[config.mk]
export PLATFORM = sky130hd
export DESIGN_NAME = gwd_watchdog
export DESIGN_NICKNAME = d
export VERILOG_FILES = /design/src/verilog/gwd_pkg.sv /design/src/verilog/gwd_prescaler.sv /design/src/verilog/gwd_reset_pulse.sv /design/src/verilog/gwd_watchdog.sv
export SDC_FILE = /design/constraint.sdc
export NUM_CORES = 1
export LEC_CHECK = 0
export BUFFER_PORTS_ARGS = -buffer_cell sky130_fd_sc_hd__buf_2
export CAP_MARGIN = 20
export CORE_ASPECT_RATIO = 0.75
export CORE_UTILIZATION = 30
export CTS_CLUSTER_DIAMETER = 120
export DETAILED_ROUTE_END_ITERATION = 8
export GPL_ROUTABILITY_DRIVEN = 0
export PLACE_DENSITY = 0.61
export SKIP_LAST_GASP = 1
export SLEW_MARGIN = 20
export SYNTH_ARGS = -nofsm -noshare
export SYNTH_HDL_FRONTEND = slang
export SYNTH_HIERARCHICAL = 1
export SYNTH_SLANG_ARGS = --single-unit
[constraint.sdc]
create_clock -name SYS_CLK_I -period 4.5 [get_ports SYS_CLK_I]
set_input_delay 0.225 -clock SYS_CLK_I [delete_from_list [all_inputs] [get_ports SYS_CLK_I]]
set_output_delay 0.225 -clock SYS_CLK_I [all_outputs]
set_load 0.01 [all_outputs]
[src/verilog/gwd_pkg.sv]
`default_nettype none

package gwd_pkg;

  // Avalon word map (byte offsets)
  localparam logic [3:0] ADDR_CONTROL_STATUS = 4'h0;
  localparam logic [3:0] ADDR_COUNTER        = 4'h4;
  localparam logic [3:0] ADDR_CONFIG         = 4'h8;

  // Control/status field positions
  localparam int BIT_GUARD_COUNTER_WE  = 7;
  localparam int BIT_COUNTER_WE        = 6;
  localparam int BIT_GUARD_REGISTER_WE = 5;
  localparam int BIT_REGISTER_WE       = 4;
  localparam int BIT_GUARD_RUN         = 3;
  localparam int BIT_RUN               = 2;
  localparam int BIT_GUARD_RESET_FLAG  = 1;
  localparam int BIT_RESET_FLAG        = 0;

  // Configuration field positions
  localparam int BIT_CLOCK_SELECT   = 0;
  localparam int BIT_MODULE_STANDBY = 1;

  // Counter reset and limit values, guard read value
  localparam logic [7:0] COUNTER_RESET = 8'h00;
  localparam logic [7:0] COUNTER_MAX   = 8'hFF;
  localparam logic       GUARD_READ    = 1'b1;

  // Prescaler and reset pulse figures
  localparam int SYS_DIVIDE      = 8192;
  localparam int SUB_DIVIDE      = 32;
  localparam int RESET_OSC_CYCLES = 512;
  localparam int SYS_DIV_W  = $clog2(SYS_DIVIDE);
  localparam int SUB_DIV_W  = $clog2(SUB_DIVIDE);
  localparam int RESET_CNT_W = $clog2(RESET_OSC_CYCLES) + 1;
  localparam logic [SYS_DIV_W-1:0] SYS_DIV_LAST =
    SYS_DIV_W'(SYS_DIVIDE - 1);
  localparam logic [SUB_DIV_W-1:0] SUB_DIV_LAST =
    SUB_DIV_W'(SUB_DIVIDE - 1);
  localparam logic [RESET_CNT_W-1:0] RESET_CNT_LOAD =
    RESET_CNT_W'(RESET_OSC_CYCLES);

  // Clock source selection values
  localparam logic SELECT_SYS_CLOCK = 1'b0;
  localparam logic SELECT_SUB_CLOCK = 1'b1;

  // Writable control/status state
  typedef struct packed {
    logic counter_write_enable;
    logic register_write_enable;
    logic run_control;
    logic reset_occurred_flag;
  } gwd_ctrl_s;

  // Configuration held outside the guarded register
  typedef struct packed {
    logic module_standby;
    logic counter_clock_select;
  } gwd_cfg_s;

  typedef enum logic [1:0] {
    GWD_BUS_IDLE,
    GWD_BUS_ANSWER
  } gwd_bus_e;

endpackage

`default_nettype wire

[src/verilog/gwd_prescaler.sv]
`timescale 1ns/1ns
`default_nettype none

module gwd_prescaler (
  input  wire logic clk_i,
  input  wire logic resetn_i,
  input  wire logic enable_i,
  input  wire logic select_i,
  input  wire logic sub_clk_i,
  output var  logic tick_o
);

  logic [gwd_pkg::SYS_DIV_W-1:0] sys_div;
  logic [gwd_pkg::SUB_DIV_W-1:0] sub_div;
  logic                          sub_last;
  logic                          sub_rise;

  assign sub_rise = sub_clk_i & ~sub_last;

  // Sub-clock edge detect; input already synchronous
  always_ff @(posedge clk_i or negedge resetn_i) begin
    if (!resetn_i) begin
      sub_last <= 1'b0;
    end else begin
      sub_last <= sub_clk_i;
    end
  end

  // Both dividers restart while halted so the first period is whole
  always_ff @(posedge clk_i or negedge resetn_i) begin
    if (!resetn_i) begin
      sys_div <= '0;
      sub_div <= '0;
    end else if (!enable_i) begin
      sys_div <= '0;
      sub_div <= '0;
    end else begin
      sys_div <= sys_div + 1'b1;
      if (sub_rise) begin
        sub_div <= sub_div + 1'b1;
      end
    end
  end

  // One tick per divided period of the chosen source
  always_ff @(posedge clk_i or negedge resetn_i) begin
    if (!resetn_i) begin
      tick_o <= 1'b0;
    end else if (select_i == gwd_pkg::SELECT_SUB_CLOCK) begin
      tick_o <= enable_i & sub_rise & (sub_div == gwd_pkg::SUB_DIV_LAST);
    end else begin
      tick_o <= enable_i & (sys_div == gwd_pkg::SYS_DIV_LAST);
    end
  end

endmodule

`default_nettype wire

[src/verilog/gwd_reset_pulse.sv]
`timescale 1ns/1ns
`default_nettype none

module gwd_reset_pulse (
  input  wire logic clk_i,
  input  wire logic resetn_i,
  input  wire logic trigger_i,
  output var  logic reset_o
);

  logic [gwd_pkg::RESET_CNT_W-1:0] remaining;

  // Retrigger restarts the full width
  always_ff @(posedge clk_i or negedge resetn_i) begin
    if (!resetn_i) begin
      remaining <= '0;
    end else if (trigger_i) begin
      remaining <= gwd_pkg::RESET_CNT_LOAD;
    end else if (remaining != '0) begin
      remaining <= remaining - 1'b1;
    end
  end

  // Output high for exactly the loaded count of cycles
  always_ff @(posedge clk_i or negedge resetn_i) begin
    if (!resetn_i) begin
      reset_o <= 1'b0;
    end else begin
      reset_o <= trigger_i |
                 (remaining[gwd_pkg::RESET_CNT_W-1:1] != '0); // Two or more
    end
  end

endmodule

`default_nettype wire

[src/verilog/gwd_watchdog.sv]
// Function
// - 8-bit timer resets chip on overflow
// - Clock from sysclk/8192 or subclock/32
// - Preload gives 1 to 256 tick timeout
// - Counter write enable needs bit 7 zero
// - Counter loads only when write enabled
// - Register write enable needs bit 5 zero
// - Run and flag need register write enable
// - Run control needs bit 3 written zero
// - Count up while run, stop otherwise
// - Run takes written value; pin reset clears
// - Reset flag change needs bit 1 zero
// - Overflow sets reset flag
// - Flag cleared by pin or guarded write
// - Guards read 1, controls zero after reset
// - Failing bits hold, qualifying bits update
// - Module standby halts counting and the prescaler
// - Select 0 sysclk/8192, 1 subclock/32
// - Counter wraps FF to 00, resets zero
// - Reset output lasts 512 oscillator cycles
// - Counting resumes from loaded value
//
// Design decisions made here: the Avalon-MM slave port and the address map.
`timescale 1ns/1ns
`default_nettype none

module gwd_watchdog (
  input  wire logic        SYS_CLK_I,
  input  wire logic        RESETN_I,
  input  wire logic        SUB_CLK_I,
  input  wire logic [3:0]  AVS_ADDRESS_I,
  input  wire logic        AVS_READ_I,
  input  wire logic        AVS_WRITE_I,
  input  wire logic [31:0] AVS_WRITEDATA_I,
  input  wire logic [3:0]  AVS_BYTEENABLE_I,
  output var  logic [31:0] AVS_READDATA_O,
  output var  logic        AVS_WAITREQUEST_O,
  output var  logic        WDT_RESET_O
);

  gwd_pkg::gwd_ctrl_s ctrl;
  gwd_pkg::gwd_cfg_s  cfg;
  gwd_pkg::gwd_bus_e  bus_state;
  logic [7:0]         watchdog_counter;
  logic               tick;
  logic               overflow;
  logic               count_enable;
  logic               bus_request;
  logic               bus_commit;
  logic               write_low_byte;
  logic               wr_ctrl;
  logic               wr_counter;
  logic               wr_config;
  logic [7:0]         wdata;
  logic [31:0]        next_readdata;
  logic               counter_write_enable;
  logic               register_write_enable;
  logic               run_control;
  logic               reset_occurred_flag;
  logic               next_counter_write_enable;
  logic               next_register_write_enable;
  logic               next_run_control;
  logic               next_reset_occurred_flag;

  // Guarded field update: bit changes only when its guard is written 0
  function automatic logic guarded(input logic current,
                                   input logic value,
                                   input logic guard_written,
                                   input logic allowed);
    if (allowed && !guard_written) begin
      guarded = value;
    end else begin
      guarded = current;
    end
  endfunction

  // Word decode on the byte address; low lane carries every field
  function automatic logic hit(input logic [3:0] address,
                               input logic [3:0] target);
    hit = (address[3:2] == target[3:2]);
  endfunction

  assign wdata          = AVS_WRITEDATA_I[7:0];
  assign bus_request    = AVS_READ_I | AVS_WRITE_I;
  assign bus_commit     = (bus_state == gwd_pkg::GWD_BUS_ANSWER);
  assign write_low_byte = AVS_WRITE_I & bus_commit & AVS_BYTEENABLE_I[0];
  assign wr_ctrl    = write_low_byte &
                      hit(AVS_ADDRESS_I, gwd_pkg::ADDR_CONTROL_STATUS);
  assign wr_counter = write_low_byte &
                      hit(AVS_ADDRESS_I, gwd_pkg::ADDR_COUNTER);
  assign wr_config  = write_low_byte &
                      hit(AVS_ADDRESS_I, gwd_pkg::ADDR_CONFIG);

  // Standby freezes counting while registers stay readable
  assign count_enable = ctrl.run_control & ~cfg.module_standby;
  assign overflow = tick & count_enable &
                    (watchdog_counter == gwd_pkg::COUNTER_MAX);

  // Every access takes one wait cycle; the answer is at the second edge
  always_ff @(posedge SYS_CLK_I or negedge RESETN_I) begin
    if (!RESETN_I) begin
      bus_state <= gwd_pkg::GWD_BUS_IDLE;
    end else begin
      case (bus_state)
        gwd_pkg::GWD_BUS_IDLE: begin
          if (bus_request) begin
            bus_state <= gwd_pkg::GWD_BUS_ANSWER;
          end
        end
        gwd_pkg::GWD_BUS_ANSWER: begin
          bus_state <= gwd_pkg::GWD_BUS_IDLE;
        end
        default: begin
          bus_state <= gwd_pkg::GWD_BUS_IDLE;
        end
      endcase
    end
  end

  // Waitrequest drops for the single cycle in which the answer stands
  always_ff @(posedge SYS_CLK_I or negedge RESETN_I) begin
    if (!RESETN_I) begin
      AVS_WAITREQUEST_O <= 1'b1;
    end else begin
      AVS_WAITREQUEST_O <= ~((bus_state == gwd_pkg::GWD_BUS_IDLE) &
                             bus_request);
    end
  end

  // Read mux; guard bits always read 1, unmapped words read zero
  always_comb begin
    next_readdata = '0;
    if (hit(AVS_ADDRESS_I, gwd_pkg::ADDR_CONTROL_STATUS)) begin
      next_readdata[gwd_pkg::BIT_GUARD_COUNTER_WE]  = gwd_pkg::GUARD_READ;
      next_readdata[gwd_pkg::BIT_COUNTER_WE]        =
        ctrl.counter_write_enable;
      next_readdata[gwd_pkg::BIT_GUARD_REGISTER_WE] = gwd_pkg::GUARD_READ;
      next_readdata[gwd_pkg::BIT_REGISTER_WE]       =
        ctrl.register_write_enable;
      next_readdata[gwd_pkg::BIT_GUARD_RUN]         = gwd_pkg::GUARD_READ;
      next_readdata[gwd_pkg::BIT_RUN]               = ctrl.run_control;
      next_readdata[gwd_pkg::BIT_GUARD_RESET_FLAG]  = gwd_pkg::GUARD_READ;
      next_readdata[gwd_pkg::BIT_RESET_FLAG]        =
        ctrl.reset_occurred_flag;
    end else if (hit(AVS_ADDRESS_I, gwd_pkg::ADDR_COUNTER)) begin
      next_readdata[7:0] = watchdog_counter;
    end else if (hit(AVS_ADDRESS_I, gwd_pkg::ADDR_CONFIG)) begin
      next_readdata[gwd_pkg::BIT_CLOCK_SELECT]   = cfg.counter_clock_select;
      next_readdata[gwd_pkg::BIT_MODULE_STANDBY] = cfg.module_standby;
    end
  end

  // Read data captured as waitrequest falls, held until the next read answer
  always_ff @(posedge SYS_CLK_I or negedge RESETN_I) begin
    if (!RESETN_I) begin
      AVS_READDATA_O <= '0;
    end else if ((bus_state == gwd_pkg::GWD_BUS_IDLE) && AVS_READ_I) begin
      AVS_READDATA_O <= next_readdata;
    end
  end

  // Candidate field values for a control write; each bit is guarded on
  // its own, so one byte may set some bits and leave others. The
  // register enable used is the one held before this write, so
  // unlocking and using it always takes two separate writes
  always_comb begin
    next_counter_write_enable  = guarded(counter_write_enable,
      wdata[gwd_pkg::BIT_COUNTER_WE],
      wdata[gwd_pkg::BIT_GUARD_COUNTER_WE], 1'b1);
    next_register_write_enable = guarded(register_write_enable,
      wdata[gwd_pkg::BIT_REGISTER_WE],
      wdata[gwd_pkg::BIT_GUARD_REGISTER_WE], 1'b1);
    next_run_control           = guarded(run_control,
      wdata[gwd_pkg::BIT_RUN], wdata[gwd_pkg::BIT_GUARD_RUN],
      register_write_enable);
    next_reset_occurred_flag   = guarded(reset_occurred_flag,
      wdata[gwd_pkg::BIT_RESET_FLAG], wdata[gwd_pkg::BIT_GUARD_RESET_FLAG],
      register_write_enable);
  end

  // Counter write enable
  always_ff @(posedge SYS_CLK_I or negedge RESETN_I) begin
    if (!RESETN_I) begin
      counter_write_enable <= 1'b0;
    end else if (wr_ctrl) begin
      counter_write_enable <= next_counter_write_enable;
    end
  end

  // Register write enable
  always_ff @(posedge SYS_CLK_I or negedge RESETN_I) begin
    if (!RESETN_I) begin
      register_write_enable <= 1'b0;
    end else if (wr_ctrl) begin
      register_write_enable <= next_register_write_enable;
    end
  end

  // Run control; a guarded write or the pin reset clears it, never our own overflow
  always_ff @(posedge SYS_CLK_I or negedge RESETN_I) begin
    if (!RESETN_I) begin
      run_control <= 1'b0;
    end else if (wr_ctrl) begin
      run_control <= next_run_control;
    end
  end

  // Reset flag: overflow set wins over a same-cycle software clear,
  // so software always sees why the chip was reset
  always_ff @(posedge SYS_CLK_I or negedge RESETN_I) begin
    if (!RESETN_I) begin
      reset_occurred_flag <= 1'b0;
    end else if (overflow) begin
      reset_occurred_flag <= 1'b1;
    end else if (wr_ctrl) begin
      reset_occurred_flag <= next_reset_occurred_flag;
    end
  end

  // Fields kept as separate flops, one driver each, gathered for readers
  assign ctrl = {counter_write_enable, register_write_enable, run_control,
                 reset_occurred_flag};

  // Clock select and standby live in the plain configuration word
  always_ff @(posedge SYS_CLK_I or negedge RESETN_I) begin
    if (!RESETN_I) begin
      cfg.counter_clock_select <= gwd_pkg::SELECT_SYS_CLOCK;
      cfg.module_standby       <= 1'b0;
    end else if (wr_config) begin
      cfg.counter_clock_select <= wdata[gwd_pkg::BIT_CLOCK_SELECT];
      cfg.module_standby       <= wdata[gwd_pkg::BIT_MODULE_STANDBY];
    end
  end

  // Counter: a load beats a tick; preload N gives 256-N ticks to overflow
  always_ff @(posedge SYS_CLK_I or negedge RESETN_I) begin
    if (!RESETN_I) begin
      watchdog_counter <= gwd_pkg::COUNTER_RESET;
    end else if (wr_counter && ctrl.counter_write_enable) begin
      watchdog_counter <= wdata;
    end else if (tick && count_enable) begin
      watchdog_counter <= watchdog_counter + 1'b1;
    end
  end

  // Tick source; dividers idle while stopped to save power
  gwd_prescaler u_prescaler (
    .clk_i     (SYS_CLK_I),
    .resetn_i  (RESETN_I),
    .enable_i  (count_enable),
    .select_i  (cfg.counter_clock_select),
    .sub_clk_i (SUB_CLK_I),
    .tick_o    (tick)
  );

  // Chip reset pulse; the system clock stands in for the oscillator
  gwd_reset_pulse u_reset_pulse (
    .clk_i     (SYS_CLK_I),
    .resetn_i  (RESETN_I),
    .trigger_i (overflow),
    .reset_o   (WDT_RESET_O)
  );

endmodule

`default_nettype wire

======== Yosys cells after proc, flatten, opt, wreduce, memory -nomap -nowiden ========
Index checks and enable logic that the tools add are counted.
cells by class
  add/subtract/negate cells ............... 4
  equality and inequality tests ........... 8
  mux-type cells .......................... 17
  bitwise operators ....................... 20
  reductions and logical operators ........ 19
operators by type and width
  operator                                              count
  two-way mux 8 bit                                     3
  two-way mux 10 bit                                    2
  adder 13 x 1 -> 13 bit (second input constant)        1
  bitwise AND 1 bit                                     13
  equality test 13 bit (second input constant)          1
  two-way mux 13 bit                                    1
  two-way mux 5 bit                                     2
  nonzero test 10 bit                                   1
  subtractor 10 x 1 -> 10 bit (second input constant)   1
  nonzero test 9 bit                                    1
  adder 8 x 1 -> 8 bit (second input constant)          1
  equality test 8 bit (second input constant)           1
  two-way mux 2 bit                                     4
  AND reduction 2 bit                                   4
  nonzero test 2 bit                                    4
  two-way mux 6 bit                                     1
  adder 5 x 1 -> 5 bit (second input constant)          1
  equality test 5 bit (second input constant)           1
  logical AND 1 bit                                     5
  NOT 1 bit                                             5
  equality test 2 x 1 -> 1 bit (second input constant)  2
  logical NOT 2 bit                                     2
  two-way mux 1 bit                                     4
  equality test 2 bit (second input constant)           1
  other kinds (4)                                       6
storage, ports and cells
  flip-flop bits (word level) ............. 56
  bits of input ports ..................... 45
  output and inout port bits .............. 34
  logic and storage cells ................. 84

======== Logic depth before layout (Yosys ltp) ========
  depth after elaboration ................. 6
  mapped depth ............................ 7

======== By module ========
The synthesis kept the hierarchy.
modules (own cells, without submodules)
  module           instances  cells an instance  area an instance (µm²)  seq. area each (µm²)
  gwd_watchdog     1          142                1416.4                  601.8
  gwd_prescaler    1          89                 935.9                   500.5
  gwd_reset_pulse  1          59                 596.8                   275.3

======== Worst setup path after synthesis ========
OpenSTA, ideal clock, no wires.
  path kind ............................... register to register
  start point ............................. register u_reset_pulse/remaining[0] (netlist bit)
  end point ............................... register u_reset_pulse/remaining[7] (netlist bit)
  arrival ................................. 1.595 ns
  required time ........................... 4.375 ns
  slack ................................... 2.780 ns
  stages on the path, launching flop included .. 7
  path buffers ............................ 0
  clock period less this slack ............ 1.720 ns
  cells stage by stage .................... dfrtp_1 > inv_1 > ha_1 > nor3b_2 > nand3_1 > nand2_1 > mux2_2
between the ends
  longest elaborated chain between the ends .. 3
ends and longest elaborated chain
  item                         line                   text
  from (decl)                  gwd_reset_pulse.sv:11  logic [gwd_pkg::RESET_CNT_W-1:0] remaining;
  from (signal assigned)       gwd_reset_pulse.sv:18  remaining <= gwd_pkg::RESET_CNT_LOAD;
  from (signal assigned)       gwd_reset_pulse.sv:20  remaining <= remaining - 1'b1;
  subtractor 10 x 1 -> 10 bit  gwd_reset_pulse.sv:20
  two-way mux 10 bit           gwd_reset_pulse.sv:19  end else if (remaining != '0) begin
  two-way mux 10 bit           gwd_reset_pulse.sv:17  end else if (trigger_i) begin
Parallel ways exist; a longest one is shown, timed or not. The select of a mux whose other input is x is not followed.
A chain may end at the register's enable or synchronous reset.

======== Final worst setup path ========
  start point ............................. register u_reset_pulse/remaining[1] (netlist bit)
  end point ............................... register u_reset_pulse/remaining[7] (netlist bit)
Same word-level chain as after synthesis.

==> results.yml <==
status:
  outcome: "finished clean"
power_and_ir_drop:
  ir_worst_vdd_v: 0.000140
  clkPwrFrac_pct: 34.8
  p_int_mw: 0.806
  p_sw_share_pct: 27.2
  p_leak_nw: 1.49
  switchingPower_mw: 0.301
  p_seq_share_pct: 52.5
  combPwrFrac_pct: 12.7
  power.density_nw_per_um2: 339
  power_mw: 1.11
worst_setup_path:
  crit_chain: "inv_1 > ha_1 > nor3b_2 > nand3_1 > nand2_1 > mux2_2"
  end_kind: "flop"
  timing.rr.start: "u_reset_pulse/remaining[1]"
  cp.arrival_ps: 2150
  r2r_slack_ps: 2520
  path_max_fanout: 8
  r2r-end: "u_reset_pulse/remaining[7]"
  reg2reg_depth: 6
  cp-start-kind: "flop"
  crit_required_ps: 4680
  crit_type: "flop to flop"
  cpPeakStageDelay_ps: 440
  slowest_stage: "nor3b_2"
logic_synthesis:
  syn_area_per_cell_um2: 10.2
  synth_ff_type: "dfrtp_1"
  yosysUniqueCellTypes: 53
  seq_area_frac_synth_pct: 46.7
  yosys_warnings: 6
  netlist_area_um2: 2950
  synth_edf_count: 0
  synthArstFlopShare_pct: 100
  ys_ff_latch: 55
  postSynthCellCount: 290
clocking:
  clockBufferDepth: 2
  insertion_delay_ps: 290
  cts_tree: "built"
  post_cts_resized: 0
  clock-sinks: 55
  htree_levels: 2
  cts_hold_buf: 0
  cts-buffers-inserted: 5
  cts_setup_buffers: 0
  ctsRootBufferMaster: "clkbuf_16"
  clk_pin_slew_worst_paths_ps: 70
detailed_routing:
  avgViaCountPerCell: 4.50
  wl_per_cell_um: 11.9
  drt_iter0_markers: 53
  routed_wirelength_um: 5300
  drc: 0
  firstDrtPassIters: 4
  ant_nets: 0
  vias: 2008
layout:
  n_antenna_cell: 0
  fin_util_pct: 35.1
  seqCellArea_um2: 1380
  area_growth_pct: 10.8
  nets: 367
  multi_input_area_um2: 1410
  nFillCells: 970
  fin_area_um2: 3270
  final_cells: 446
  drive_gt1_share_pct: 18.2
floorplanning:
  core_um2: 9310
  start_util_pct: 31.7
  io_pins: 79
  die_w_um: 116
  dieArea_um2: 10200
  fp.dieH_um: 87.9
  num_rows: 30
placement:
  placed_cell_area_um2: 3120
  place.detailed.hpwl_um: 3850
  place_inst: 438
  port-buffer-count: 25
  pre_cts_ws_ps: 2550
sta:
  hold_viol_final: 0
  setup-violations-final: 0
  slew_headroom_pct: 51.3
  whs_ps: 51.4
  fin_skew_ps: 6.17
  tightest_slew_ps: 725
  finalWorstSetupSlack_ps: 2520
  finalCritPeriodShare_pct: 43.9
  fin_crit_ps: 1980
  slew_viol_final: 0
  setup_tns_ps: 0
  clock.fmax_mhz: 506
  rsz0062_at_grt: "false"
grt:
  overflow: 0
  grt_pass1_wl_um: 8550
  antenna_found_initial: 0
  grt_usage_pct: 10.9
  grt_max_degree: 56
  grt_pass1_vias: 1707
min_path:
  hold_class: "primary input to async pin"
job:
  drv_cap: 0
## worst max-delay path by stage
| stage | startpoint | endpoint | cells after the start |
|---|---|---|---|
| after detailed placement | u_reset_pulse/remaining[0] | u_reset_pulse/remaining[7] | 6 |
| after global routing | u_reset_pulse/remaining[1] | u_reset_pulse/remaining[7] | 6 |
| after global placement | u_reset_pulse/remaining[0] | u_reset_pulse/remaining[7] | 6 |
| final | u_reset_pulse/remaining[1] | u_reset_pulse/remaining[7] | 6 |
| after floorplan | u_reset_pulse/remaining[0] | u_reset_pulse/remaining[7] | 6 |
| after CTS | u_reset_pulse/remaining[1] | u_reset_pulse/remaining[7] | 6 |
## registers in the layout, indices dropped and copies added (netlist names), 2 cells and up
| signal | count |
|---|---|
| u_prescaler/sys_div | 13 |
| cfg | 2 |
| u_prescaler/sub_div | 5 |
| u_reset_pulse/remaining | 10 |
| AVS_READDATA_O | 8 |
| watchdog_counter | 8 |
## routing by layer
| metal | global-route usage, % | share of wire, % |
|---|---|---|
| met4 | 2.10 | 0.51 |
| met1 | 16.8 | 54 |
| met3 | 3.18 | 3.3 |
| met5 | 0 | 0 |
| met2 | 14.7 | 43 |
## cells by family after synthesis
| group | share of synthesized area [%] |
|---|---|
| buffers and inverters | 8.44 |
| and+or+nand+nor | 22.5 |
| adders and majority gates | 2.12 |
| other | 0.127 |
| DFF | 46.7 |
| xor gates and xnor gates | 5.05 |
| AOI/OAI and AO/OA | 9.08 |
| muxes | 5.98 |
## worst max-delay path, delay by kind of cell (launching register included)
kind | cells | cell delay [ps]
muxes | 1 | 330
DFF | 1 | 420
buffers and inverters | 1 | 70
adders and majority gates | 1 | 160
and+or+nand+nor | 3 | 870
## synth_stat cells (3+ instances only)
| master | instances | area (um2) |
|---|---|---|
| a21oi_1 | 11 | 55.1 |
| xnor2_1 | 10 | 87.6 |
| clkbuf_1 | 3 | 11.3 |
| inv_1 | 6 | 22.5 |
| nand2_1 | 27 | 101 |
| or4_1 | 3 | 22.5 |
| nor3_1 | 4 | 20.0 |
| o21ai_0 | 23 | 115 |
| mux2i_1 | 9 | 90.1 |
| dfrtp_1 | 54 | 1350 |
| nor2_1 | 29 | 109 |
| ha_1 | 5 | 62.6 |
| nand3_1 | 8 | 40.0 |
| buf_4 | 24 | 180 |
| xor2_1 | 7 | 61.3 |
| mux2_2 | 5 | 56.3 |
| o31ai_1 | 4 | 30.0 |
| nand2b_1 | 5 | 31.3 |
| nand4_1 | 4 | 25.0 |
| nand3b_1 | 3 | 22.5 |
| or3_1 | 7 | 43.8 |
## power groups by stage
stage	logic, mW	clock network, mW	registers (mW)
finish	0.140	0.386	0.581
global route	0.160	0.421	0.587
CTS	0.143	0.404	0.580
detailed placement	0.142	0	0.589
global placement	0.139	0	0.588
floorplan	0.103	0	0.583
## cell type report
class	instances	area share [%]
clock buffers	5	3.83
clock inverters	3	0.766
inverters	8	0.919
multi-input cells	220	43.1
flip-flops and latches	55	42.2
well taps	128	4.90
repair buffers	27	4.29
## placed cells by master (no fill, tap or decap), drive strengths merged, types with 2 or more instances in the layout
master / instances
buf: 27
and3: 2
nor3: 4
mux2i: 9
nand3b: 3
nand2: 27
clkbuf: 5
a31oi: 2
nand2b: 6
nor2: 30
ha: 5
nand3: 9
or3: 8
nand4b: 2
clkinv: 2
xor2: 7
nor3b: 2
nor4: 3
o21ai: 23
inv: 8
or4: 4
mux2: 7
conb: 24
xnor2: 10
a21oi: 11
nand4: 5
o31ai: 4
dfrtp: 54
Note: power is estimated with default switching activity, not from simulation.
